`config.mk`:
```
export PLATFORM = sky130hd
export DESIGN_NAME = sbcl_legality
export DESIGN_NICKNAME = d
export VERILOG_FILES = /design/src/design/sbcl_pkg.sv /design/src/design/sbcl_bank.sv /design/src/design/sbcl_legality.sv /design/src/design/sbcl_timer.sv
export SDC_FILE = /design/constraint.sdc
export NUM_CORES = 1
export LEC_CHECK = 0
export BUFFER_PORTS_ARGS = -buffer_cell sky130_fd_sc_hd__buf_2
export CORE_MARGIN = 1.5
export CORE_UTILIZATION = 50
export DETAILED_ROUTE_END_ITERATION = 8
export PLACE_DENSITY = 0.71
export SLEW_MARGIN = 20
export SYNTH_ARGS = -nofsm -noshare
export SYNTH_HDL_FRONTEND = slang
export SYNTH_SLANG_ARGS = --single-unit
```
`constraint.sdc`:
```
create_clock -name core_clk -period 2.4 [get_ports core_clk]
set_clock_uncertainty 0.15 [all_clocks]
set_input_delay 0.12 -clock core_clk [delete_from_list [all_inputs] [get_ports core_clk]]
set_output_delay 0.12 -clock core_clk [all_outputs]
set_load 0.005 [all_outputs]
```
`src/design/sbcl_pkg.sv`:
```
// Package for the same-bank command legality block of a DDR SDRAM.
// Assumes a single 100 MHz core clock; every figure used by the logic is named here.
package sbcl_pkg;

	// Clock period in picoseconds, the base for every time-to-cycle conversion.
	localparam int CLK_PERIOD_PS = 10000;
	localparam int PS_PER_NS     = 1000;

	// Least times in nanoseconds; plain defaults, tune per speed grade.
	localparam int PRECHARGE_RECOVERY_TIME_NS  = 20;
	localparam int ACTIVATE_TO_ACCESS_DELAY_NS = 20;
	localparam int REFRESH_CYCLE_TIME_NS       = 80;
	localparam int MODE_REGISTER_DELAY_NS      = 20;

	// Burst length in beats; two beats pass per clock cycle.
	localparam int BURST_LEN      = 4;
	localparam int BEATS_PER_CYC  = 2;
	localparam int NUM_BANKS      = 4;
	localparam int BANK_W         = 2;
	localparam int TIMER_W        = 8;

	// A least time rounds up to whole cycles and never comes to less than one.
	function automatic int sbcl_min_cycles(input int time_ns);
		int cyc;
		cyc = (time_ns * PS_PER_NS + CLK_PERIOD_PS - 1) / CLK_PERIOD_PS;
		return (cyc < 1) ? 1 : cyc;
	endfunction : sbcl_min_cycles

	// Commands decoded from the strobes; deselect folds into the no-operation code.
	typedef enum logic [2:0] {
		CMD_NOP   = 3'h0,
		CMD_ACT   = 3'h1,
		CMD_RD    = 3'h2,
		CMD_WR    = 3'h3,
		CMD_PRE   = 3'h4,
		CMD_BST   = 3'h5,
		CMD_REF   = 3'h6,
		CMD_LMR   = 3'h7
	} sbcl_cmd_code_t;

	// Per-bank states.
	typedef enum logic [2:0] {
		BK_IDLE       = 3'h0,
		BK_ACTIVATING = 3'h1,
		BK_ACTIVE     = 3'h2,
		BK_READ       = 3'h3,
		BK_WRITE      = 3'h4,
		BK_READ_AP    = 3'h5,
		BK_WRITE_AP   = 3'h6,
		BK_PRECHARGING = 3'h7
	} sbcl_bank_state_t;

	// Device-wide states; every state but GL_NORMAL is a window that no executable command may interrupt.
	typedef enum logic [1:0] {
		GL_NORMAL  = 2'h0,
		GL_REFRESH = 2'h1,
		GL_MODE    = 2'h2,
		GL_PREALL  = 2'h3
	} sbcl_glob_state_t;

	// A decoded command with its address qualifiers.
	typedef struct packed {
		sbcl_cmd_code_t    code;
		logic [BANK_W-1:0] bank;
		logic              ap;
	} sbcl_cmd_t;

	// Strobes that the decoder hands to one bank; only legal commands arrive.
	typedef struct packed {
		logic act;
		logic rd;
		logic wr;
		logic pre;
		logic bst;
		logic ap;
	} sbcl_bank_req_t;

endpackage : sbcl_pkg

```
`src/design/sbcl_bank.sv`:
```
// State sequencer of one SDRAM bank.
// Assumes the decoder only forwards commands that are legal for this bank.
`timescale 1ns/1ps
module sbcl_bank import sbcl_pkg::*; #(
	parameter int CW        = TIMER_W,
	parameter int RCD_CYC   = 2,
	parameter int RP_CYC    = 2,
	parameter int BURST_CYC = 2
) (
	input  wire logic             core_clk,
	input  wire logic             arst_n,
	input  wire sbcl_bank_req_t   req,
	output sbcl_bank_state_t      state
);

	sbcl_bank_state_t state_r;
	sbcl_bank_state_t state_nxt;
	logic             tmr_load;
	logic [CW-1:0]    tmr_val;
	logic             tmr_expire;

	sbcl_timer #(.W(CW)) u_tmr (
		.core_clk (core_clk),
		.arst_n   (arst_n),
		.load     (tmr_load),
		.load_val (tmr_val),
		.expire   (tmr_expire)
	);

	// Next state and timer load; commands take priority over a window that ends together.
	always_comb begin
		state_nxt = state_r;
		tmr_load  = 1'b0;
		tmr_val   = '0;
		if (req.pre) begin
			state_nxt = BK_PRECHARGING;
			tmr_load  = 1'b1;
			tmr_val   = CW'(RP_CYC);
		end else if (req.act) begin
			state_nxt = BK_ACTIVATING;
			tmr_load  = 1'b1;
			tmr_val   = CW'(RCD_CYC);
		end else if (req.rd || req.wr) begin
			// Auto precharge stretches the window by the recovery time.
			tmr_load  = 1'b1;
			tmr_val   = req.ap ? CW'(BURST_CYC + RP_CYC) : CW'(BURST_CYC);
			if (req.rd) begin
				state_nxt = req.ap ? BK_READ_AP : BK_READ;
			end else begin
				state_nxt = req.ap ? BK_WRITE_AP : BK_WRITE;
			end
		end else if (req.bst && state_r == BK_READ) begin
			state_nxt = BK_ACTIVE;
		end else if (tmr_expire) begin
			unique case (state_r)
				BK_ACTIVATING:  state_nxt = BK_ACTIVE;
				BK_READ:        state_nxt = BK_ACTIVE;
				BK_WRITE:       state_nxt = BK_ACTIVE;
				BK_READ_AP:     state_nxt = BK_IDLE;
				BK_WRITE_AP:    state_nxt = BK_IDLE;
				BK_PRECHARGING: state_nxt = BK_IDLE;
				BK_IDLE:        state_nxt = BK_IDLE;
				BK_ACTIVE:      state_nxt = BK_ACTIVE;
			endcase
		end
	end

	// Bank state register; without a request only an elapsed window moves it.
	always_ff @(posedge core_clk or negedge arst_n) begin
		if (!arst_n) begin
			state_r <= BK_IDLE;
		end else begin
			state_r <= state_nxt;
		end
	end

	assign state = state_r;

	a_rcd_to_active: assert property (
		@(posedge core_clk) disable iff (!arst_n)
		(req.act && state_r == BK_IDLE) |=> ##RCD_CYC (state_r == BK_ACTIVE))
		else $error("Bank did not reach row active after the activate delay.");

	a_rp_to_idle: assert property (
		@(posedge core_clk) disable iff (!arst_n)
		req.pre |=> (state_r == BK_PRECHARGING) ##RP_CYC (state_r == BK_IDLE))
		else $error("Bank did not return to idle after precharge recovery.");

	a_pre_truncates: assert property (
		@(posedge core_clk) disable iff (!arst_n)
		(state_r == BK_READ && req.pre) |=> (state_r == BK_PRECHARGING))
		else $error("Precharge did not cut the read burst short.");

	// The select bit rides along on every cycle, so only the command strobes count here.
	a_nop_holds: assert property (
		@(posedge core_clk) disable iff (!arst_n)
		(!(req.act || req.rd || req.wr || req.pre || req.bst) &&
		 state_r inside {BK_IDLE, BK_ACTIVE}) |=> $stable(state_r))
		else $error("Idle or row active bank changed state without a command.");

endmodule : sbcl_bank

```
`src/design/sbcl_legality.sv`:
```
// Top of the same-bank command legality block: decodes the command pins, judges each
// command against the addressed bank or the device-wide state, and sequences the banks.
// Assumes pins are synchronous to core_clk and driven by an external memory controller.
//
// Behaviour
// - Decode command from four active-low strobes.
// - Deselect or NOP leaves operations unchanged.
// - Judge command against addressed bank's state.
// - Idle after precharge recovery; accepts activate.
// - Row active after activate delay; accepts access.
// - Read state until burst ends or cut.
// - Precharge during read truncates and precharges.
// - Burst terminate ends the latest read.
// - Write state until burst ends or cut.
// - Precharging bank idles after recovery time.
// - Activating bank goes active after delay.
// - Auto-precharge access busy until recovery completes.
// - Refresh and mode load end all idle.
// - Precharge-all idles every bank after recovery.
// - Access entries include both variants; others illegal.
// - Select bit high enables auto precharge.
// - Select bit high on precharge means all.
`timescale 1ns/1ps
module sbcl_legality import sbcl_pkg::*; #(
	parameter int NB        = NUM_BANKS,
	parameter int BW        = BANK_W,
	parameter int CW        = TIMER_W,
	parameter int BL        = BURST_LEN,
	parameter int RP_CYC    = sbcl_min_cycles(PRECHARGE_RECOVERY_TIME_NS),
	parameter int RCD_CYC   = sbcl_min_cycles(ACTIVATE_TO_ACCESS_DELAY_NS),
	parameter int RFC_CYC   = sbcl_min_cycles(REFRESH_CYCLE_TIME_NS),
	parameter int MRD_CYC   = sbcl_min_cycles(MODE_REGISTER_DELAY_NS)
) (
	input  wire logic                     core_clk,
	input  wire logic                     arst_n,
	input  wire logic                     cke,
	input  wire logic                     cs_n,
	input  wire logic                     ras_n,
	input  wire logic                     cas_n,
	input  wire logic                     we_n,
	input  wire logic [BW-1:0]            bank_select,
	input  wire logic                     auto_precharge_select,
	output sbcl_bank_state_t [NB-1:0]     bank_state,
	output sbcl_glob_state_t              glob_state,
	output logic                          all_banks_idle,
	output logic                          cmd_accepted,
	output logic                          cmd_illegal,
	output sbcl_cmd_t                     last_cmd
);

	localparam int BURST_CYC = BL / BEATS_PER_CYC;

	sbcl_cmd_t                 cmd;
	sbcl_bank_state_t          tgt_state;
	sbcl_bank_req_t [NB-1:0]   bank_req;
	sbcl_glob_state_t          glob_r;
	sbcl_glob_state_t          glob_nxt;
	logic                      cke_prev_r;
	logic [BW-1:0]             last_rd_bank_r;
	logic                      last_rd_valid_r;
	logic                      exec;
	logic                      legal;
	logic                      all_idle;
	logic                      pre_all_ok;
	logic                      gtmr_load;
	logic [CW-1:0]             gtmr_val;
	logic                      gtmr_expire;
	logic                      accepted_r;
	logic                      illegal_r;
	sbcl_cmd_t                 last_cmd_r;

	// Command decode; chip select high is a deselect, treated exactly like NOP.
	always_comb begin
		cmd.bank = bank_select;
		cmd.ap   = auto_precharge_select;
		cmd.code = CMD_NOP;
		if (!cs_n) begin
			unique case ({ras_n, cas_n, we_n})
				3'h7: cmd.code = CMD_NOP;
				3'h3: cmd.code = CMD_ACT;
				3'h1: cmd.code = CMD_REF;
				3'h0: cmd.code = CMD_LMR;
				3'h5: cmd.code = CMD_RD;
				3'h4: cmd.code = CMD_WR;
				3'h2: cmd.code = CMD_PRE;
				3'h6: cmd.code = CMD_BST;
			endcase
		end
	end

	assign exec      = (cmd.code != CMD_NOP);
	assign tgt_state = bank_state[cmd.bank];

	// Whole-device conditions used by the global commands.
	always_comb begin
		all_idle   = 1'b1;
		pre_all_ok = 1'b1;
		for (int b = 0; b < NB; b++) begin
			if (bank_state[b] != BK_IDLE) begin
				all_idle = 1'b0;
			end
			// Transitional banks cannot be precharged as part of a group.
			if (bank_state[b] inside {BK_ACTIVATING, BK_READ_AP, BK_WRITE_AP,
			                          BK_PRECHARGING}) begin
				pre_all_ok = 1'b0;
			end
		end
	end

	// Legality table. Read and write entries cover both auto-precharge variants,
	// and anything not listed falls through as illegal.
	always_comb begin
		legal = 1'b0;
		if (!exec) begin
			legal = 1'b1;
		end else if (!(cke && cke_prev_r)) begin
			legal = 1'b0;
		end else if (glob_r != GL_NORMAL) begin
			legal = 1'b0;
		end else begin
			unique case (cmd.code)
				CMD_ACT: legal = (tgt_state == BK_IDLE);
				CMD_REF: legal = all_idle;
				CMD_LMR: legal = all_idle;
				CMD_RD:  legal = tgt_state inside {BK_ACTIVE, BK_READ, BK_WRITE};
				CMD_WR:  legal = tgt_state inside {BK_ACTIVE, BK_READ, BK_WRITE};
				// Precharging an idle bank is accepted as a harmless restart of precharge_recovery_time.
				CMD_PRE: legal = cmd.ap ? pre_all_ok :
				                 (tgt_state inside {BK_IDLE, BK_ACTIVE, BK_READ, BK_WRITE});
				// Terminate follows the latest read, not the bank pins.
				CMD_BST: legal = last_rd_valid_r &&
				                 (bank_state[last_rd_bank_r] == BK_READ);
				CMD_NOP: legal = 1'b1;
			endcase
		end
	end

	// Per-bank strobes; busy banks never see a command because illegal ones are dropped.
	always_comb begin
		for (int b = 0; b < NB; b++) begin
			bank_req[b]     = '0;
			bank_req[b].ap  = cmd.ap;
			if (legal && exec) begin
				bank_req[b].act = (cmd.code == CMD_ACT) && (cmd.bank == BW'(b));
				bank_req[b].rd  = (cmd.code == CMD_RD)  && (cmd.bank == BW'(b));
				bank_req[b].wr  = (cmd.code == CMD_WR)  && (cmd.bank == BW'(b));
				// Select bit high widens precharge to every bank.
				bank_req[b].pre = (cmd.code == CMD_PRE) &&
				                  (cmd.ap || (cmd.bank == BW'(b)));
				bank_req[b].bst = (cmd.code == CMD_BST) && (last_rd_bank_r == BW'(b));
			end
		end
	end

	// One sequencer per bank; each keeps its own state.
	for (genvar g = 0; g < NB; g++) begin : g_bank
		sbcl_bank #(
			.CW        (CW),
			.RCD_CYC   (RCD_CYC),
			.RP_CYC    (RP_CYC),
			.BURST_CYC (BURST_CYC)
		) u_bank (
			.core_clk (core_clk),
			.arst_n   (arst_n),
			.req      (bank_req[g]),
			.state    (bank_state[g])
		);
	end

	sbcl_timer #(.W(CW)) u_glob_tmr (
		.core_clk (core_clk),
		.arst_n   (arst_n),
		.load     (gtmr_load),
		.load_val (gtmr_val),
		.expire   (gtmr_expire)
	);

	// Device-wide window; while it runs every executable command is refused.
	always_comb begin
		glob_nxt  = glob_r;
		gtmr_load = 1'b0;
		gtmr_val  = '0;
		if (legal && cmd.code == CMD_REF) begin
			glob_nxt  = GL_REFRESH;
			gtmr_load = 1'b1;
			gtmr_val  = CW'(RFC_CYC);
		end else if (legal && cmd.code == CMD_LMR) begin
			glob_nxt  = GL_MODE;
			gtmr_load = 1'b1;
			gtmr_val  = CW'(MRD_CYC);
		end else if (legal && cmd.code == CMD_PRE && cmd.ap) begin
			glob_nxt  = GL_PREALL;
			gtmr_load = 1'b1;
			gtmr_val  = CW'(RP_CYC);
		end else if (gtmr_expire) begin
			glob_nxt  = GL_NORMAL;
		end
	end

	// Global state register.
	always_ff @(posedge core_clk or negedge arst_n) begin
		if (!arst_n) begin
			glob_r <= GL_NORMAL;
		end else begin
			glob_r <= glob_nxt;
		end
	end

	// Clock-enable history for the two-edge high check; assumed high out of reset.
	always_ff @(posedge core_clk or negedge arst_n) begin
		if (!arst_n) begin
			cke_prev_r <= 1'b1;
		end else begin
			cke_prev_r <= cke;
		end
	end

	// Bank of the most recent accepted read, the target of burst terminate.
	always_ff @(posedge core_clk or negedge arst_n) begin
		if (!arst_n) begin
			last_rd_bank_r  <= '0;
			last_rd_valid_r <= 1'b0;
		end else if (legal && cmd.code == CMD_RD) begin
			last_rd_bank_r  <= cmd.bank;
			last_rd_valid_r <= 1'b1;
		end
	end

	// Verdict of each cycle, reported one cycle later from flops.
	always_ff @(posedge core_clk or negedge arst_n) begin
		if (!arst_n) begin
			accepted_r <= 1'b0;
			illegal_r  <= 1'b0;
			last_cmd_r <= '0;
		end else begin
			accepted_r <= exec && legal;
			illegal_r  <= exec && !legal;
			if (exec) begin
				last_cmd_r <= cmd;
			end
		end
	end

	assign glob_state     = glob_r;
	assign all_banks_idle = all_idle && (glob_r == GL_NORMAL);
	assign cmd_accepted   = accepted_r;
	assign cmd_illegal    = illegal_r;
	assign last_cmd       = last_cmd_r;

	a_decode_nop: assert property (
		@(posedge core_clk) disable iff (!arst_n)
		cs_n |=> !cmd_accepted && !cmd_illegal)
		else $error("Deselect produced a verdict.");

	a_busy_blocks: assert property (
		@(posedge core_clk) disable iff (!arst_n)
		(glob_r != GL_NORMAL && exec) |=> cmd_illegal)
		else $error("Executable command during a global window was not flagged.");

	a_refresh_window: assert property (
		@(posedge core_clk) disable iff (!arst_n)
		(cmd.code == CMD_REF && legal) |=> (glob_r == GL_REFRESH) ##RFC_CYC
		(glob_r == GL_NORMAL))
		else $error("Refresh window did not close after the refresh cycle time.");

	a_refresh_idle: assert property (
		@(posedge core_clk) disable iff (!arst_n)
		(cmd.code inside {CMD_REF, CMD_LMR} && !all_idle && glob_r == GL_NORMAL)
		|=> cmd_illegal && glob_r == GL_NORMAL)
		else $error("Refresh or mode load with a busy bank was accepted.");

	a_cke_low_flag: assert property (
		@(posedge core_clk) disable iff (!arst_n)
		(!cke && exec) |=> cmd_illegal && !cmd_accepted)
		else $error("Command with clock-enable low was not flagged.");

	a_busy_bank_cmd: assert property (
		@(posedge core_clk) disable iff (!arst_n)
		(exec && cmd.code != CMD_BST && tgt_state == BK_ACTIVATING && !cmd.ap)
		|=> cmd_illegal)
		else $error("Command to an activating bank was not flagged.");

	a_preall_idles: assert property (
		@(posedge core_clk) disable iff (!arst_n)
		(cmd.code == CMD_PRE && cmd.ap && legal) |=> ##RP_CYC all_banks_idle)
		else $error("Banks not idle after precharge-all recovery.");

endmodule : sbcl_legality

```
`src/design/sbcl_timer.sv`:
```
// Down-counter used for every recovery and delay window of the block.
// Assumes the loaded value is at least one; expire pulses in the last counted cycle.
`timescale 1ns/1ps
module sbcl_timer import sbcl_pkg::*; #(
	parameter int W = TIMER_W
) (
	input  wire logic         core_clk,
	input  wire logic         arst_n,
	input  wire logic         load,
	input  wire logic [W-1:0] load_val,
	output logic              expire
);

	logic [W-1:0] cnt_r;

	// A load restarts the window even if one is running, so a new burst extends it.
	always_ff @(posedge core_clk or negedge arst_n) begin
		if (!arst_n) begin
			cnt_r <= '0;
		end else if (load) begin
			cnt_r <= load_val;
		end else if (cnt_r != '0) begin
			cnt_r <= cnt_r - W'(1);
		end
	end

	// Expiry is suppressed by a same-cycle load so the reloaded window wins.
	assign expire = (cnt_r == W'(1)) && !load;

endmodule : sbcl_timer

```
# After elaboration in Yosys (flattened, before gate mapping)
# Memory sizes are Yosys's and may differ from the RTL's.
# Cells that the tools add are included.
totals:
  ff_bits: 66
  rom_bits: 56
  in_bits: 10
  output_inout_bits: 23
  wordCells: 252
  mem_count: 5
classes:
  add_sub_neg: 5
  n_lt_le_gt_ge: 2
  n_eq_ne: 42
  mux: 93
  reduce_logical: 87
mem_list:
  columns: ["memory", "depth", "width", "rd", "rd_ports_with_merged_regs", "wr", "line_no", "text"]
  rows:
  - ["(no name shown)", 8, 3, 1, 0, 0, "sbcl_legality.sv:78", "unique case ({ras_n, cas_n, we_n})"]
  - ["(no name shown)", 8, 1, 1, 0, 0, "sbcl_bank.sv:55", "unique case (state_r)"]
  - ["(no name shown)", 8, 1, 1, 0, 0, "sbcl_bank.sv:55", null]
  - ["(no name shown)", 8, 1, 1, 0, 0, "sbcl_bank.sv:55", null]
  - ["(no name shown)", 8, 1, 1, 0, 0, "sbcl_bank.sv:55", null]
op_table:
  columns: ["cell", "count"]
  rows:
  - ["8-bit two-way mux", 19]
  - ["3-bit two-way mux", 32]
  - ["3-bit equality test, second input constant", 17]
  - ["8-bit by 1-bit equality test with 1-bit output, second input constant", 5]
  - ["8-bit nonzero test", 5]
  - ["8-bit by 1-bit subtractor with 8-bit output, second input constant", 5]
  - ["1-bit logical AND", 39]
  - ["3-bit by 2-bit equality test with 1-bit output, second input constant", 9]
  - ["1-bit two-way mux", 27]
  - ["4-bit nonzero test", 6]
  - ["5-bit two-way mux", 4]
  - ["5-bit nonzero test", 4]
  - ["3-bit nonzero test", 6]
  - ["3-bit by 1-bit equality test with 1-bit output, second input constant", 5]
  - ["2-bit two-way mux", 7]
  - ["3-bit binary-select mux with 2-bit select", 2]
  - ["2-bit nonzero test", 6]
  - ["2-bit equality test, second input constant", 4]
  - ["1-bit logical OR", 8]
  - ["1-bit zero test", 6]
  - ["2-bit zero test", 3]
  - ["3-bit zero test", 2]
  - ["2-bit by 3-bit less-than comparator with 1-bit output, second input constant", 2]
  - ["1-bit case mux with 6 select lines", 1]
  - ["other kinds (3)", 5]

# Depth between registers and ports, before layout
# Gate-level depths: netlist of the first run.
logic_depth:
  ltp_word: 24
  mapped_depth: 11
  depth_no_buf: 9

# Hierarchy
# Synthesis of the first run repeated with hierarchy kept, for this count alone.
hier_totals:
  hier_cells: 520
  area_unflattened_um2: 4704.5
modules_own_cells:
  columns: ["module", "n_inst", "cells_per_inst", "area_per_inst_um2", "seq_area_each_um2"]
  rows:
  - ["sbcl_timer at g_bank[2].u_bank.u_tmr ...", 3, 59, 525.5, 200.2]
  - ["sbcl_legality", 1, 134, 1273.7, 351.6]
  - ["sbcl_bank", 4, 25, 212.7, 75.1]
  - ["sbcl_timer at g_bank[1].u_bank.u_tmr", 1, 59, 530.5, 200.2]
  - ["sbcl_timer at g_bank[0].u_bank.u_tmr", 1, 50, 473.0, 200.2]

# Worst setup path before layout of the first run
# No wires, ideal clock.
synth_path:
  path_type: "register to register"
  from: "register g_bank[3].u_bank.state_r[1]"
  to: "register last_rd_bank_r[0]"
  setup_time_ns: 0.125
  t_arrival_ns: 2.272
  required_time_ns: 2.125
  slack_ns: -0.147
  path_stages_with_launch: 7
  path_buffers: 0
  period_less_slack_ns: 2.547
  path_cell_list: "dfrtp_1 -> mux4_2 -> a221o_1 -> a31oi_4 -> nor2_2 -> or3_4 -> mux2_4"
synth_between:
  elab_chain_cells: 10
  elab_cells_between_ends: 26
  classes_between: "8 x eq/ne; 11 x mux; 7 x reduce/logical"
synth_rtl:
  columns: ["item", "line_no", "text"]
  rows:
  - ["from (decl)", "sbcl_bank.sv:16", "sbcl_bank_state_t state_r;"]
  - ["from (signal assigned)", "sbcl_bank.sv:73", "state_r <= state_nxt;"]
  - ["3-bit binary-select mux with 2-bit select", "sbcl_legality.sv:92", "assign tgt_state = bank_state[cmd.bank];"]
  - ["3-bit two-way mux (not written as such)", "sbcl_legality.sv:92", null]
  - ["3-bit by 2-bit equality test with 1-bit output (tied with other cells)", "sbcl_legality.sv:125, sbcl_legality.sv:126, sbcl_legality.sv:129", null]
  - ["4-bit nonzero test", "sbcl_legality.sv:129", "(tgt_state inside {BK_IDLE, BK_ACTIVE, BK_READ, BK_WRITE});"]
  - ["1-bit two-way mux", "sbcl_legality.sv:128", "CMD_PRE: legal = cmd.ap ? pre_all_ok :"]
  - ["1-bit case mux with 6 select lines *", "sbcl_legality.sv:121", "unique case (cmd.code)"]
  - ["1-bit two-way mux *", "sbcl_legality.sv:118", "end else if (glob_r != GL_NORMAL) begin"]
  - ["1-bit two-way mux *", "sbcl_legality.sv:116", "end else if (!(cke && cke_prev_r)) begin"]
  - ["1-bit two-way mux *", "sbcl_legality.sv:114", "if (!exec) begin"]
  - ["1-bit logical AND *", "sbcl_legality.sv:223", "end else if (legal && cmd.code == CMD_RD) begin"]
  - ["to (signal assigned)", "sbcl_legality.sv:224", "last_rd_bank_r <= cmd.bank;"]
  - ["to (decl)", "sbcl_legality.sv:59", "logic [BW-1:0] last_rd_bank_r;"]
# Mark *: on every way between the ends. The rest lies on a longest branch, timed or not. The select of a mux whose other input is x is not followed.
# A chain may end at the register's enable or synchronous reset.

# Worst setup path after layout of the first run
layout_path:
  from: "register g_bank[2].u_bank.state_r[2]"
  to: "register g_bank[3].u_bank.u_tmr.cnt_r[1]"
layout_between:
  elab_chain_cells: 16
  elab_cells_between_ends: 38
  classes_between: "8 x eq/ne; 21 x mux; 9 x reduce/logical"
layout_rtl:
  columns: ["item", "line_no", "text"]
  rows:
  - ["from (decl)", "sbcl_bank.sv:16", null]
  - ["from (signal assigned)", "sbcl_bank.sv:73", null]
  - ["3-bit binary-select mux with 2-bit select (tied with other cells)", "sbcl_legality.sv:92", null]
  - ["3-bit two-way mux (not written as such) / 4-bit nonzero test (equally long branches)", "sbcl_legality.sv:92, sbcl_legality.sv:103", null]
  - ["3-bit by 2-bit equality test with 1-bit output (tied with other cells)", "sbcl_legality.sv:125, sbcl_legality.sv:126, sbcl_legality.sv:129", null]
  - ["4-bit nonzero test / 1-bit two-way mux (equally long branches)", "sbcl_legality.sv:129, sbcl_legality.sv:103", null]
  - ["1-bit two-way mux", "sbcl_legality.sv:128", null]
  - ["1-bit case mux with 6 select lines *", "sbcl_legality.sv:121", null]
  - ["1-bit two-way mux *", "sbcl_legality.sv:118", null]
  - ["1-bit two-way mux *", "sbcl_legality.sv:116", null]
  - ["1-bit two-way mux *", "sbcl_legality.sv:114", null]
  - ["1-bit logical AND *", "sbcl_legality.sv:143", "if (legal && exec) begin"]
  - ["5-bit two-way mux *", "sbcl_legality.sv:143", null]
  - ["1-bit logical OR", "sbcl_bank.sv:43", "end else if (req.rd || req.wr) begin"]
  - ["3-bit two-way mux / 1-bit two-way mux (equally long branches)", "sbcl_bank.sv:43", null]
  - ["8-bit two-way mux / 1-bit two-way mux (equally long branches)", "sbcl_bank.sv:39", "end else if (req.act) begin"]
  - ["8-bit two-way mux / 1-bit two-way mux (equally long branches)", "sbcl_bank.sv:35", "if (req.pre) begin"]
  - ["8-bit two-way mux / 2-bit nonzero test (equally long branches)", null, null]
  - ["to (signal assigned)", "sbcl_timer.sv:21", "cnt_r <= load_val;"]
  - ["to (signal assigned)", "sbcl_timer.sv:23", "cnt_r <= cnt_r - W'(1);"]
  - ["to (decl)", "sbcl_timer.sv:14", "logic [W-1:0] cnt_r;"]
# Marks and branches as above.

==> flow_metrics.env, run 1 <==
export IMPL_dieHeight_microns=94.0
export IMPL_fillers=676
export IMPL_synth_top_area_share_pct=39.3
export IMPL_drt_iter0_drc=427
export IMPL_grt_pass1_wl_mm=18.0
export IMPL_cp_start_kind="register"
export IMPL_maxSlewViolCount=0
export IMPL_die_area_sq_mm=0.00884
export IMPL_yosysTopAreaCell="dfrtp_1"
export IMPL_netlist_instances=471
export IMPL_crit_arrival_ns=2.78
export IMPL_yosys_most_used_dff="dfrtp_1"
export IMPL_worst_pin_slew_ns=0.741
export IMPL_clkLatencyLatePin_ns=0.36
export IMPL_grt_pass1_vias=3701
export IMPL_grt_overflow=0
export IMPL_clock_sinks=66
export IMPL_tritoncts="built"
export IMPL_relSlewSlack_pct=50.4
export IMPL_required_ns=2.51
export IMPL_path_max_fanout=8
export IMPL_diodes=0
export IMPL_grt_start_max_net_pins=67
export IMPL_ant_nets=0
export IMPL_power_density_mw_per_mm2=861
export IMPL_vias=3876
export IMPL_hold_viol=0
export IMPL_endpoint_kind="register"
export IMPL_layout_commonest_cell="nor2_1"
export IMPL_row_count=33
export IMPL_syn2layout_area_growth_pct=27.0
export IMPL_dr_pass1_iters=6
export IMPL_maxCapViolations=0
export IMPL_drt_wl_total_mm=11.3
export IMPL_layout_drive_gt1_share_pct=27.6
export IMPL_synth_area_leaders="dfrtp_1 39%, nor2_1 6.3%, ha_1 4.2%"
export IMPL_yosys_warnings=0
export IMPL_stdcell_area_sq_mm=0.00526
export IMPL_criticalPathCategory="register to register"
export IMPL_start_util_pct=50.9
export IMPL_io_buffers=32
export IMPL_setup_viol_count_final=55
export IMPL_grt_usage_pct=26.7
export IMPL_final_cell_mix="66 x nor2_1, 64 x dfrtp_1, 56 x buf_4"
export IMPL_violations="setup timing"
export IMPL_fin_crit_ns=2.68
export IMPL_ys_async_sr_fraction_pct=100
export IMPL_place_area_sq_mm=0.00481
export IMPL_synth_seq_cells=66
export IMPL_dp_hpwl_mm=7.89
export IMPL_root_buffer="clkbuf_8"
export IMPL_route_detailed_drc=0
export IMPL_io_pins=33
export IMPL_synth_avg_cell_area_sq_um=8.80
export IMPL_final_setup_tns_ns=-7.58
export IMPL_routed_via_density=5.78
export IMPL_core_area_sq_mm=0.00813
export IMPL_synth_distinct_cells=67
export IMPL_p_leak_nw=2.34
export IMPL_mappedNetlistArea_sq_mm=0.00414
export IMPL_rsz0062_at_grt="yes"
export IMPL_yosysSeqAreaShare_pct=39.9
export IMPL_syn_num_nets=495
export IMPL_clk_pin_slew_worst_paths_ns=0.09
export IMPL_h_tree_depth=3
export IMPL_die_w_microns=94.0
export IMPL_outcome="finished, violations left"
export IMPL_cts_inserted_buffers=9
export IMPL_finalHoldWorstSlack_ns=0.0798
export IMPL_synth_edf_count=0
export IMPL_maxClockFrequency_mhz=374
export IMPL_hold_class="input port to register"
export IMPL_ir_worst_vdd_v=0.000530
export IMPL_layout_setup_ws_ns=-0.275
export IMPL_place_gp_congestion=0.916
export IMPL_wl_per_cell_microns=16.8
export IMPL_clk_path_buf_depth=2
export IMPL_fin_nets=585
export IMPL_finalCritPeriodShare_pct=111
export IMPL_antenna_found_initial=0
-- sequential cells by signal, summed over array words and instances (netlist names) --
signal,cells
u_glob_tmr.cnt_r,8
g_bank.u_bank.u_tmr.cnt_r,32
cke_prev_r,1
g_bank.u_bank.state,12
cmd_accepted,1
cmd_illegal,1
last_cmd,6
last_rd_bank_r,2
glob_state,2
last_rd_valid_r,1
-- cell type report --
cell class	count	area, sq um	share of cell area, %
inverters	23	86.3	1.64
flip-flops and latches	66	1650	31.4
clock buffers	9	124	2.35
multi-input cells	361	2410	45.8
clock inverters	7	118	2.24
repair buffers	100	737	14.0
well taps	105	131	2.50
-- report_power, final --
part | switching, W | leakage [nW] | internal [W] | total (W)
sequential | 0.000343 | 0.787 | 0.00148 | 0.00182
clock | 0.000487 | 0.123 | 0.000690 | 0.00118
combinational | 0.000797 | 1.43 | 0.000740 | 0.00154
-- synth_stat cells, types with 4 or more instances --
cell type,n
o21ai_1,6
o22ai_1,8
a22o_1,5
xor2_1,4
o21a_1,5
a21o_1,4
clkbuf_1,10
nand2_1,35
mux2i_1,5
buf_2,5
nand4_1,4
dfrtp_1,65
nor2_1,70
xnor2_1,19
o21ai_0,19
nand2b_1,6
nand3_1,12
inv_1,23
nor3_1,21
a31oi_1,6
ha_1,14
nor2b_1,13
o31ai_1,5
a21oi_1,27
nor4_1,11
and2_1,4
-- through the flow --
stage	total power (W)	instances	setup slack (ns)	util (%)
after floorplan	0.00284	471	-0.102	-
after global placement	0.00320	644	-0.315	59.1
after global routing	0.00485	671	-0.373	64.7
final	0.00453	671	-0.275	64.7
after CTS	0.00448	669	-0.254	63.6
after detailed placement	0.00327	644	-0.342	59.1
-- routing by layer --
| layer | track usage (%) | vias to the layer above | share of wire [%] |
|---|---|---|---|
| met4 | 10.6 | 0 | 2.2 |
| met5 | 0 | - | 0 |
| met1 | 36.7 | 1866 | 45 |
| met2 | 41.5 | 139 | 47 |
| li1 | - | 1849 | - |
| met3 | 5.18 | 22 | 6.0 |
-- worst max-delay path: stages (launching register included) --
cell      delay, ns
dfrtp_1        0.42
mux4_2         0.55
a221o_1        0.44
buf_4          0.16
a311oi_2       0.28
buf_4          0.23
nand4_1        0.13
a22o_1         0.20
-- kinds of logic after synthesis --
logic type / after synthesis / synth area share, %
XOR/XNOR: 23 / 4.86
AND/OR/NAND/NOR: 204 / 24.9
multiplexers: 10 / 3.56
adder cells (fa/ha/maj): 14 / 4.23
AO/OA/AOI/OAI: 110 / 17.8
buffers and inverters: 44 / 4.68
flip-flops: 66 / 39.9
-- path summary, 6_finish.rpt --
| path | start | to | slack [ns] | cells after the start |
|---|---|---|---|---|
| setup / recovery | g_bank[2].u_bank.state[2] | g_bank[3].u_bank.u_tmr.cnt_r[1] | -0.28 | 7 |
| hold / removal | bank_select[0] | last_rd_bank_r[0] | 0.08 | 3 |
| setup reg to reg | g_bank[2].u_bank.state[2] | g_bank[3].u_bank.u_tmr.cnt_r[1] | -0.28 | 7 |
| hold reg to reg | last_cmd[4] | last_cmd[4] | 0.34 | 1 |
| max in group asynchronous | arst_n | g_bank[0].u_bank.u_tmr.cnt_r[1] | 1.63 | 3 |
| min in group asynchronous | arst_n | last_rd_valid_r | 0.15 | 3 |
-- timing repair --
item / 4_1_cts / 5_1_grt
hold buffers: 4 / 0
setup buffers: 5 / 2
endpoints found under the hold margin: 69 / 0
pin swaps: 3 / 4
gates resized for setup: 15 / 19
endpoints found under the setup margin: 57 / 57
Note: power is estimated with default switching activity, not from simulation.
==> run 2: changes to the inputs <==
--- a/config.mk
+++ b/config.mk
@@ -7,9 +7,8 @@
 export LEC_CHECK = 0
 export BUFFER_PORTS_ARGS = -buffer_cell sky130_fd_sc_hd__buf_2
 export CORE_MARGIN = 1.5
-export CORE_UTILIZATION = 50
+export CORE_UTILIZATION = 30
 export DETAILED_ROUTE_END_ITERATION = 8
-export PLACE_DENSITY = 0.71
 export SLEW_MARGIN = 20
 export SYNTH_ARGS = -nofsm -noshare
 export SYNTH_HDL_FRONTEND = slang
==> run 2 against run 1 <==
- highest routed layer unchanged
- first-iteration DRC count down 46%
- flip-flop and latch count unchanged
- sequential power about the same
- design area up 8.1%
- global-route usage down 8.5 points
- register-to-register slack about the same
- hold slack worse by 0.022 ns
- total power up 4.6%
- maximum frequency down 0.16%
- the flow still finishes with violations (setup timing)
==> flow_metrics.env, run 2 (synthesized netlist as in run 1, its figures left out) <==
export IMPL_ant_nets=0
export IMPL_power_w=0.00474
export IMPL_cp_common_cell="buf_4"
export IMPL_die_w_microns=121
export IMPL_relSlewSlack_pct=38.1
export IMPL_violations="setup timing"
export IMPL_syn2layout_area_growth_pct=37.3
export IMPL_endpoint_kind="register"
export IMPL_p_leak_nw=2.49
export IMPL_hold_viol=0
export IMPL_met3WireLength_microns=736
export IMPL_clkLatencyLatePin_ns=0.34
export IMPL_vias=3953
export IMPL_layout_setup_ws_ns=-0.280
export IMPL_cp_top_family="compound AO/OA/AOI/OAI gates"
export IMPL_core_area_sq_mm=0.0133
export IMPL_criticalPathCategory="register to register"
export IMPL_stdcell_area_sq_mm=0.00569
export IMPL_clock_sinks=66
export IMPL_grt_usage_pct=18.2
export IMPL_stdcell_count=766
export IMPL_hold_class="input port to register"
export IMPL_setup_viol_count_final=56
export IMPL_worst_pin_slew_ns=0.924
export IMPL_dieHeight_microns=121
export IMPL_place_gp_congestion=0.939
export IMPL_maxCapViolations=0
export IMPL_path_buf_inv=4
export IMPL_row_count=42
export IMPL_drt_wl_total_mm=12.2
export IMPL_outcome="finished, violations left"
export IMPL_route_detailed_drc=0
export IMPL_critical_path_max_stage_delay_ns=0.54
export IMPL_grt_start_max_net_pins=67
export IMPL_diodes=0
export IMPL_h_tree_depth=3
export IMPL_r2r_slack_ns=-0.28
export IMPL_fin_crit_ns=2.68
export IMPL_tritoncts="built"
export IMPL_dr_pass1_iters=4
export IMPL_cp_start_kind="register"
export IMPL_met2WireLength_mm=5.64
export IMPL_clk_path_buf_depth=2
export IMPL_start_util_pct=31.0
export IMPL_required_ns=2.47
export IMPL_placed_cells=735
export IMPL_io_buffers=32
export IMPL_root_buffer="clkbuf_16"
export IMPL_wl_met1_mm=5.52
export IMPL_clk_pin_slew_worst_paths_ns=0.06
export IMPL_grt_overflow=0
export IMPL_dp_hpwl_mm=8.81
export IMPL_maxClockFrequency_mhz=373
export IMPL_drt_iter0_drc=231
export IMPL_cp_slowest_cell="mux4_2"
export IMPL_die_area_sq_mm=0.0145
export IMPL_wl_per_cell_microns=15.9
export IMPL_largest_reg_flops=32
export IMPL_grt_pass1_vias=4155
export IMPL_layout_drive_gt1_share_pct=32.2
export IMPL_io_pins=33
export IMPL_finalHoldWorstSlack_ns=0.0577
export IMPL_finalCritPeriodShare_pct=112
export IMPL_ir_worst_vdd_v=0.000372
export IMPL_power_density_mw_per_mm2=834
export IMPL_crit_arrival_ns=2.75
export IMPL_fin_nets=610
export IMPL_path_cells="mux4_2, o21ai_1, a221o_1, a31oi_4, buf_4, buf_12, buf_4, and2_4, buf_4, o21a_1"
export IMPL_highest_layer="met4"
export IMPL_rsz0062_at_grt="yes"
export IMPL_final_cell_mix="78 x buf_4, 64 x dfrtp_1, 62 x nor2_1"
export IMPL_antenna_found_initial=0
export IMPL_layout_commonest_cell="buf_4"
export IMPL_grt_pass1_wl_mm=20.7
export IMPL_routed_via_density=5.16
export IMPL_cts_inserted_buffers=9
export IMPL_largest_register="g_bank.u_bank.u_tmr.cnt_r"
export IMPL_place_area_sq_mm=0.00503
export IMPL_path_max_fanout=5
export IMPL_maxSlewViolCount=0
run 2: final timing paths:
path | end | depth (start not counted) | start
setup reg to reg | g_bank[0].u_bank.u_tmr.cnt_r[2] | 10 | g_bank[0].u_bank.state[1]
hold reg to reg | last_cmd[0] | 2 | last_cmd[0]
min in group asynchronous | u_glob_tmr.cnt_r[7] | 3 | arst_n
max in group asynchronous | g_bank[0].u_bank.state[1] | 3 | arst_n
setup / recovery | g_bank[0].u_bank.u_tmr.cnt_r[2] | 10 | g_bank[0].u_bank.state[1]
hold / removal | g_bank[2].u_bank.state[1] | 4 | auto_precharge_select
run 2: timing repair:
item / in CTS / in global routing
resized for setup: 42 / 14
pin swaps: 19 / 10
hold endpoints to repair: 67 / 0
hold buffers: 2 / 0
cloned: 2 / 0
endpoints found under the setup margin: 57 / 58
buffers inserted: 12 / 1
run 2: cell type report:
cell class / count / area, sq um
clock buffers: 12 / 246
repair buffers: 125 / 962
flip-flops and latches: 66 / 1650
inverters: 23 / 86.3
multi-input cells: 361 / 2480
clock inverters: 3 / 40.0
well taps: 176 / 220
fillers: 1328 / 7660
run 2: metrics by stage:
step / TNS (ns) / setup slack (ns) / util, %
5_1_grt: -16.94 / -0.385 / 42.6
4_1_cts: -9.27 / -0.248 / 42.2
3_3_place_gp: -12.90 / -0.366 / 37.7
6_report: -10.90 / -0.280 / 42.6
2_1_floorplan: -0.759 / -0.102 / -
3_5_place_dp: -12.09 / -0.355 / 37.7
run 2: routing by layer:
metal / GRT usage, % / vias to the layer above
met5: 0 / -
met4: 8.01 / 0
met3: 5.85 / 23
met2: 28.7 / 96
met1: 22.8 / 1920
li1: - / 1914
run 2: worst min-delay path, cell delays in order:
cell and delay, ns:
buf_2 0.16, nor2_1 0.06, o221ai_1 0.06, a32oi_1 0.10
run 2: report_power, final:
part           internal (W)  total [W]  switching (W)
Clock              0.000823    0.00130       0.000477
Combinational      0.000796    0.00162       0.000826
Sequential          0.00148    0.00182       0.000341
==> run 3: changes to the inputs <==
--- a/config.mk
+++ b/config.mk
@@ -9,6 +9,7 @@
 export CORE_MARGIN = 1.5
 export CORE_UTILIZATION = 30
 export DETAILED_ROUTE_END_ITERATION = 8
+export RECOVER_POWER = 100
 export SLEW_MARGIN = 20
 export SYNTH_ARGS = -nofsm -noshare
 export SYNTH_HDL_FRONTEND = slang
==> run 3 against run 2 <==
- the run ends with capacitance limit, slew limit, setup timing left
- count of clock-buffer cells in the layout did not move
- sequential share of layout area up 0.24 points
- flip-flop and latch count did not move
- final cell count unchanged
- highest routed layer unchanged
- hold slack improved by 0.010 ns
- non-clock buffer count is the same
- sequential power hardly changed
==> flow_metrics.env, run 3 (synthesized netlist as in run 1, its figures left out) <==
export IMPL_outcome="finished, violations left"
export IMPL_violations="capacitance limit, slew limit, setup timing"
export IMPL_dieHeight_microns=121
export IMPL_path_cells="mux4_2, o21ai_1, a221o_1, a31oi_4, buf_4, buf_12, buf_4, and2_4, buf_4, o21a_1"
export IMPL_required_ns=2.47
export IMPL_root_buffer="clkbuf_16"
export IMPL_power_density_mw_per_mm2=838
export IMPL_die_area_sq_mm=0.0145
export IMPL_layout_commonest_cell="buf_4"
export IMPL_route_detailed_drc=0
export IMPL_dr_pass1_iters=5
export IMPL_setup_viol_count_final=57
export IMPL_cts_inserted_buffers=9
export IMPL_reg2regPathDepth=10
export IMPL_final_cell_mix="71 x buf_4, 65 x dfrtp_1, 62 x nor2_1"
export IMPL_r2r_start="g_bank[0].u_bank.state[1]"
export IMPL_drt_wl_total_mm=12.2
export IMPL_start_util_pct=31.0
export IMPL_grt_pass1_wl_mm=20.7
export IMPL_layout_drive_gt1_share_pct=29.3
export IMPL_grt_start_max_net_pins=67
export IMPL_criticalPathCategory="register to register"
export IMPL_antenna_found_initial=0
export IMPL_layout_setup_ws_ns=-0.285
export IMPL_routed_via_density=5.20
export IMPL_p_leak_nw=2.44
export IMPL_largest_reg_flops=32
export IMPL_finalCritPeriodShare_pct=112
export IMPL_path_max_fanout=5
export IMPL_maxCapViolations=1
export IMPL_endpoint_kind="register"
export IMPL_maxClockFrequency_mhz=372
export IMPL_worst_pin_slew_ns=1.69
export IMPL_grt_overflow=0
export IMPL_tritoncts="built"
export IMPL_drt_iter0_drc=191
export IMPL_io_buffers=32
export IMPL_hold_class="input port to register"
export IMPL_cp_common_cell="buf_4"
export IMPL_grt_pass1_vias=4155
export IMPL_clk_pin_slew_worst_paths_ns=0.06
export IMPL_largest_register="g_bank.u_bank.u_tmr.cnt_r"
export IMPL_hold_viol=0
export IMPL_grt_usage_pct=18.2
export IMPL_ir_worst_vdd_v=0.000370
export IMPL_cp_start_kind="register"
export IMPL_relSlewSlack_pct=-12.9
export IMPL_cp_top_family="compound AO/OA/AOI/OAI gates"
export IMPL_path_buf_inv=4
export IMPL_maxSlewViolCount=67
export IMPL_fin_nets=610
export IMPL_die_w_microns=121
export IMPL_clock_sinks=66
export IMPL_crit_arrival_ns=2.76
export IMPL_r2r_end="g_bank[0].u_bank.u_tmr.cnt_r[2]"
export IMPL_crit_path_end="g_bank[0].u_bank.u_tmr.cnt_r[2]"
export IMPL_clkLatencyLatePin_ns=0.34
export IMPL_min_delay_start="auto_precharge_select"
export IMPL_rsz0062_at_grt="yes"
export IMPL_io_pins=33
export IMPL_fin_crit_ns=2.69
export IMPL_clk_path_buf_depth=2
export IMPL_finalHoldWorstSlack_ns=0.0677
export IMPL_cp_slowest_cell="mux4_2"
export IMPL_place_gp_congestion=0.939
export IMPL_ant_nets=0
export IMPL_final_core_util_pct=42.2
export IMPL_diodes=0
export IMPL_r2r_slack_ns=-0.29
export IMPL_dp_hpwl_mm=8.81
export IMPL_vias=3983
export IMPL_row_count=42
export IMPL_critical_path_max_stage_delay_ns=0.55
export IMPL_final_setup_tns_ns=-11.13
export IMPL_syn2layout_area_growth_pct=36.1
export IMPL_crit_cells=10
export IMPL_core_area_sq_mm=0.0133
export IMPL_h_tree_depth=3
export IMPL_critical_path_startpoint="g_bank[0].u_bank.state[1]"
export IMPL_wl_per_cell_microns=15.9
[run 3: tightest hold or removal path: stages]
cell and delay, ns:
buf_2 0.17, nor2_1 0.07, o221ai_1 0.06, a32oi_1 0.10
[run 3: where the power goes]
| group | internal [W] | total (W) | switching, W | leakage [nW] |
|---|---|---|---|---|
| clock network | 0.000823 | 0.00130 | 0.000476 | 0.142 |
| logic | 0.000782 | 0.00161 | 0.000825 | 1.51 |
| registers | 0.00148 | 0.00182 | 0.000341 | 0.789 |
| total | 0.00308 | 0.00473 | 0.00164 | 2.44 |
[run 3: per-stage QoR]
step / setup slack [ns] / std cells / total power [W] / cell area (sq um)
final: -0.285 / 766 / 0.00473 / 5640
after global routing: -0.385 / 766 / 0.00507 / 5640
after CTS: -0.248 / 766 / 0.00475 / 5640
after detailed placement: -0.355 / 735 / 0.00332 / 5030
after global placement: -0.366 / 735 / 0.00324 / 5030
after floorplan: -0.102 / 471 / 0.00284 / 4160
[run 3: area by class of cell]
type	count	area (sq um)
inverter	23	86.3
multi-input combinational	361	2480
clock inverter	3	40.0
tap	176	220
clock buffer	12	246
timing repair buffer	125	913
sequential	66	1650
fill	1344	7710
[run 3: how the worst min path moves through the flow]
stage	endpoint	slack (ns)	depth (start not counted)
2_1_floorplan	cmd_accepted	-0.33	0
3_3_place_gp	u_glob_tmr.cnt_r[0]	0.02	2
3_5_place_dp	u_glob_tmr.cnt_r[7]	0.02	2
4_1_cts	g_bank[2].u_bank.state[2]	0.03	3
5_1_grt	g_bank[2].u_bank.state[2]	0.07	3
6_report	g_bank[2].u_bank.state[1]	0.07	4
[run 3: repair_timing]
| action | in CTS | in global routing |
|---|---|---|
| buffers inserted | 12 | 1 |
| cloned | 2 | 0 |
| hold buffers | 2 | 0 |
| pin swaps | 19 | 10 |
| endpoints found under the hold margin | 67 | 0 |
| setup endpoints to repair | 57 | 58 |
| gates resized for setup | 42 | 14 |
[run 3: metal layers]
layer  part of all wire, %  track usage, %  wire (microns)  vias to the layer above
met4                   2.2            8.01             273                        0
met1                    46            22.8            5610                     1935
met3                   5.8            5.85             709                       24
met2                    46            28.7            5610                      111
li1                      -               -               -                     1913
met5                     0               0               0                        -
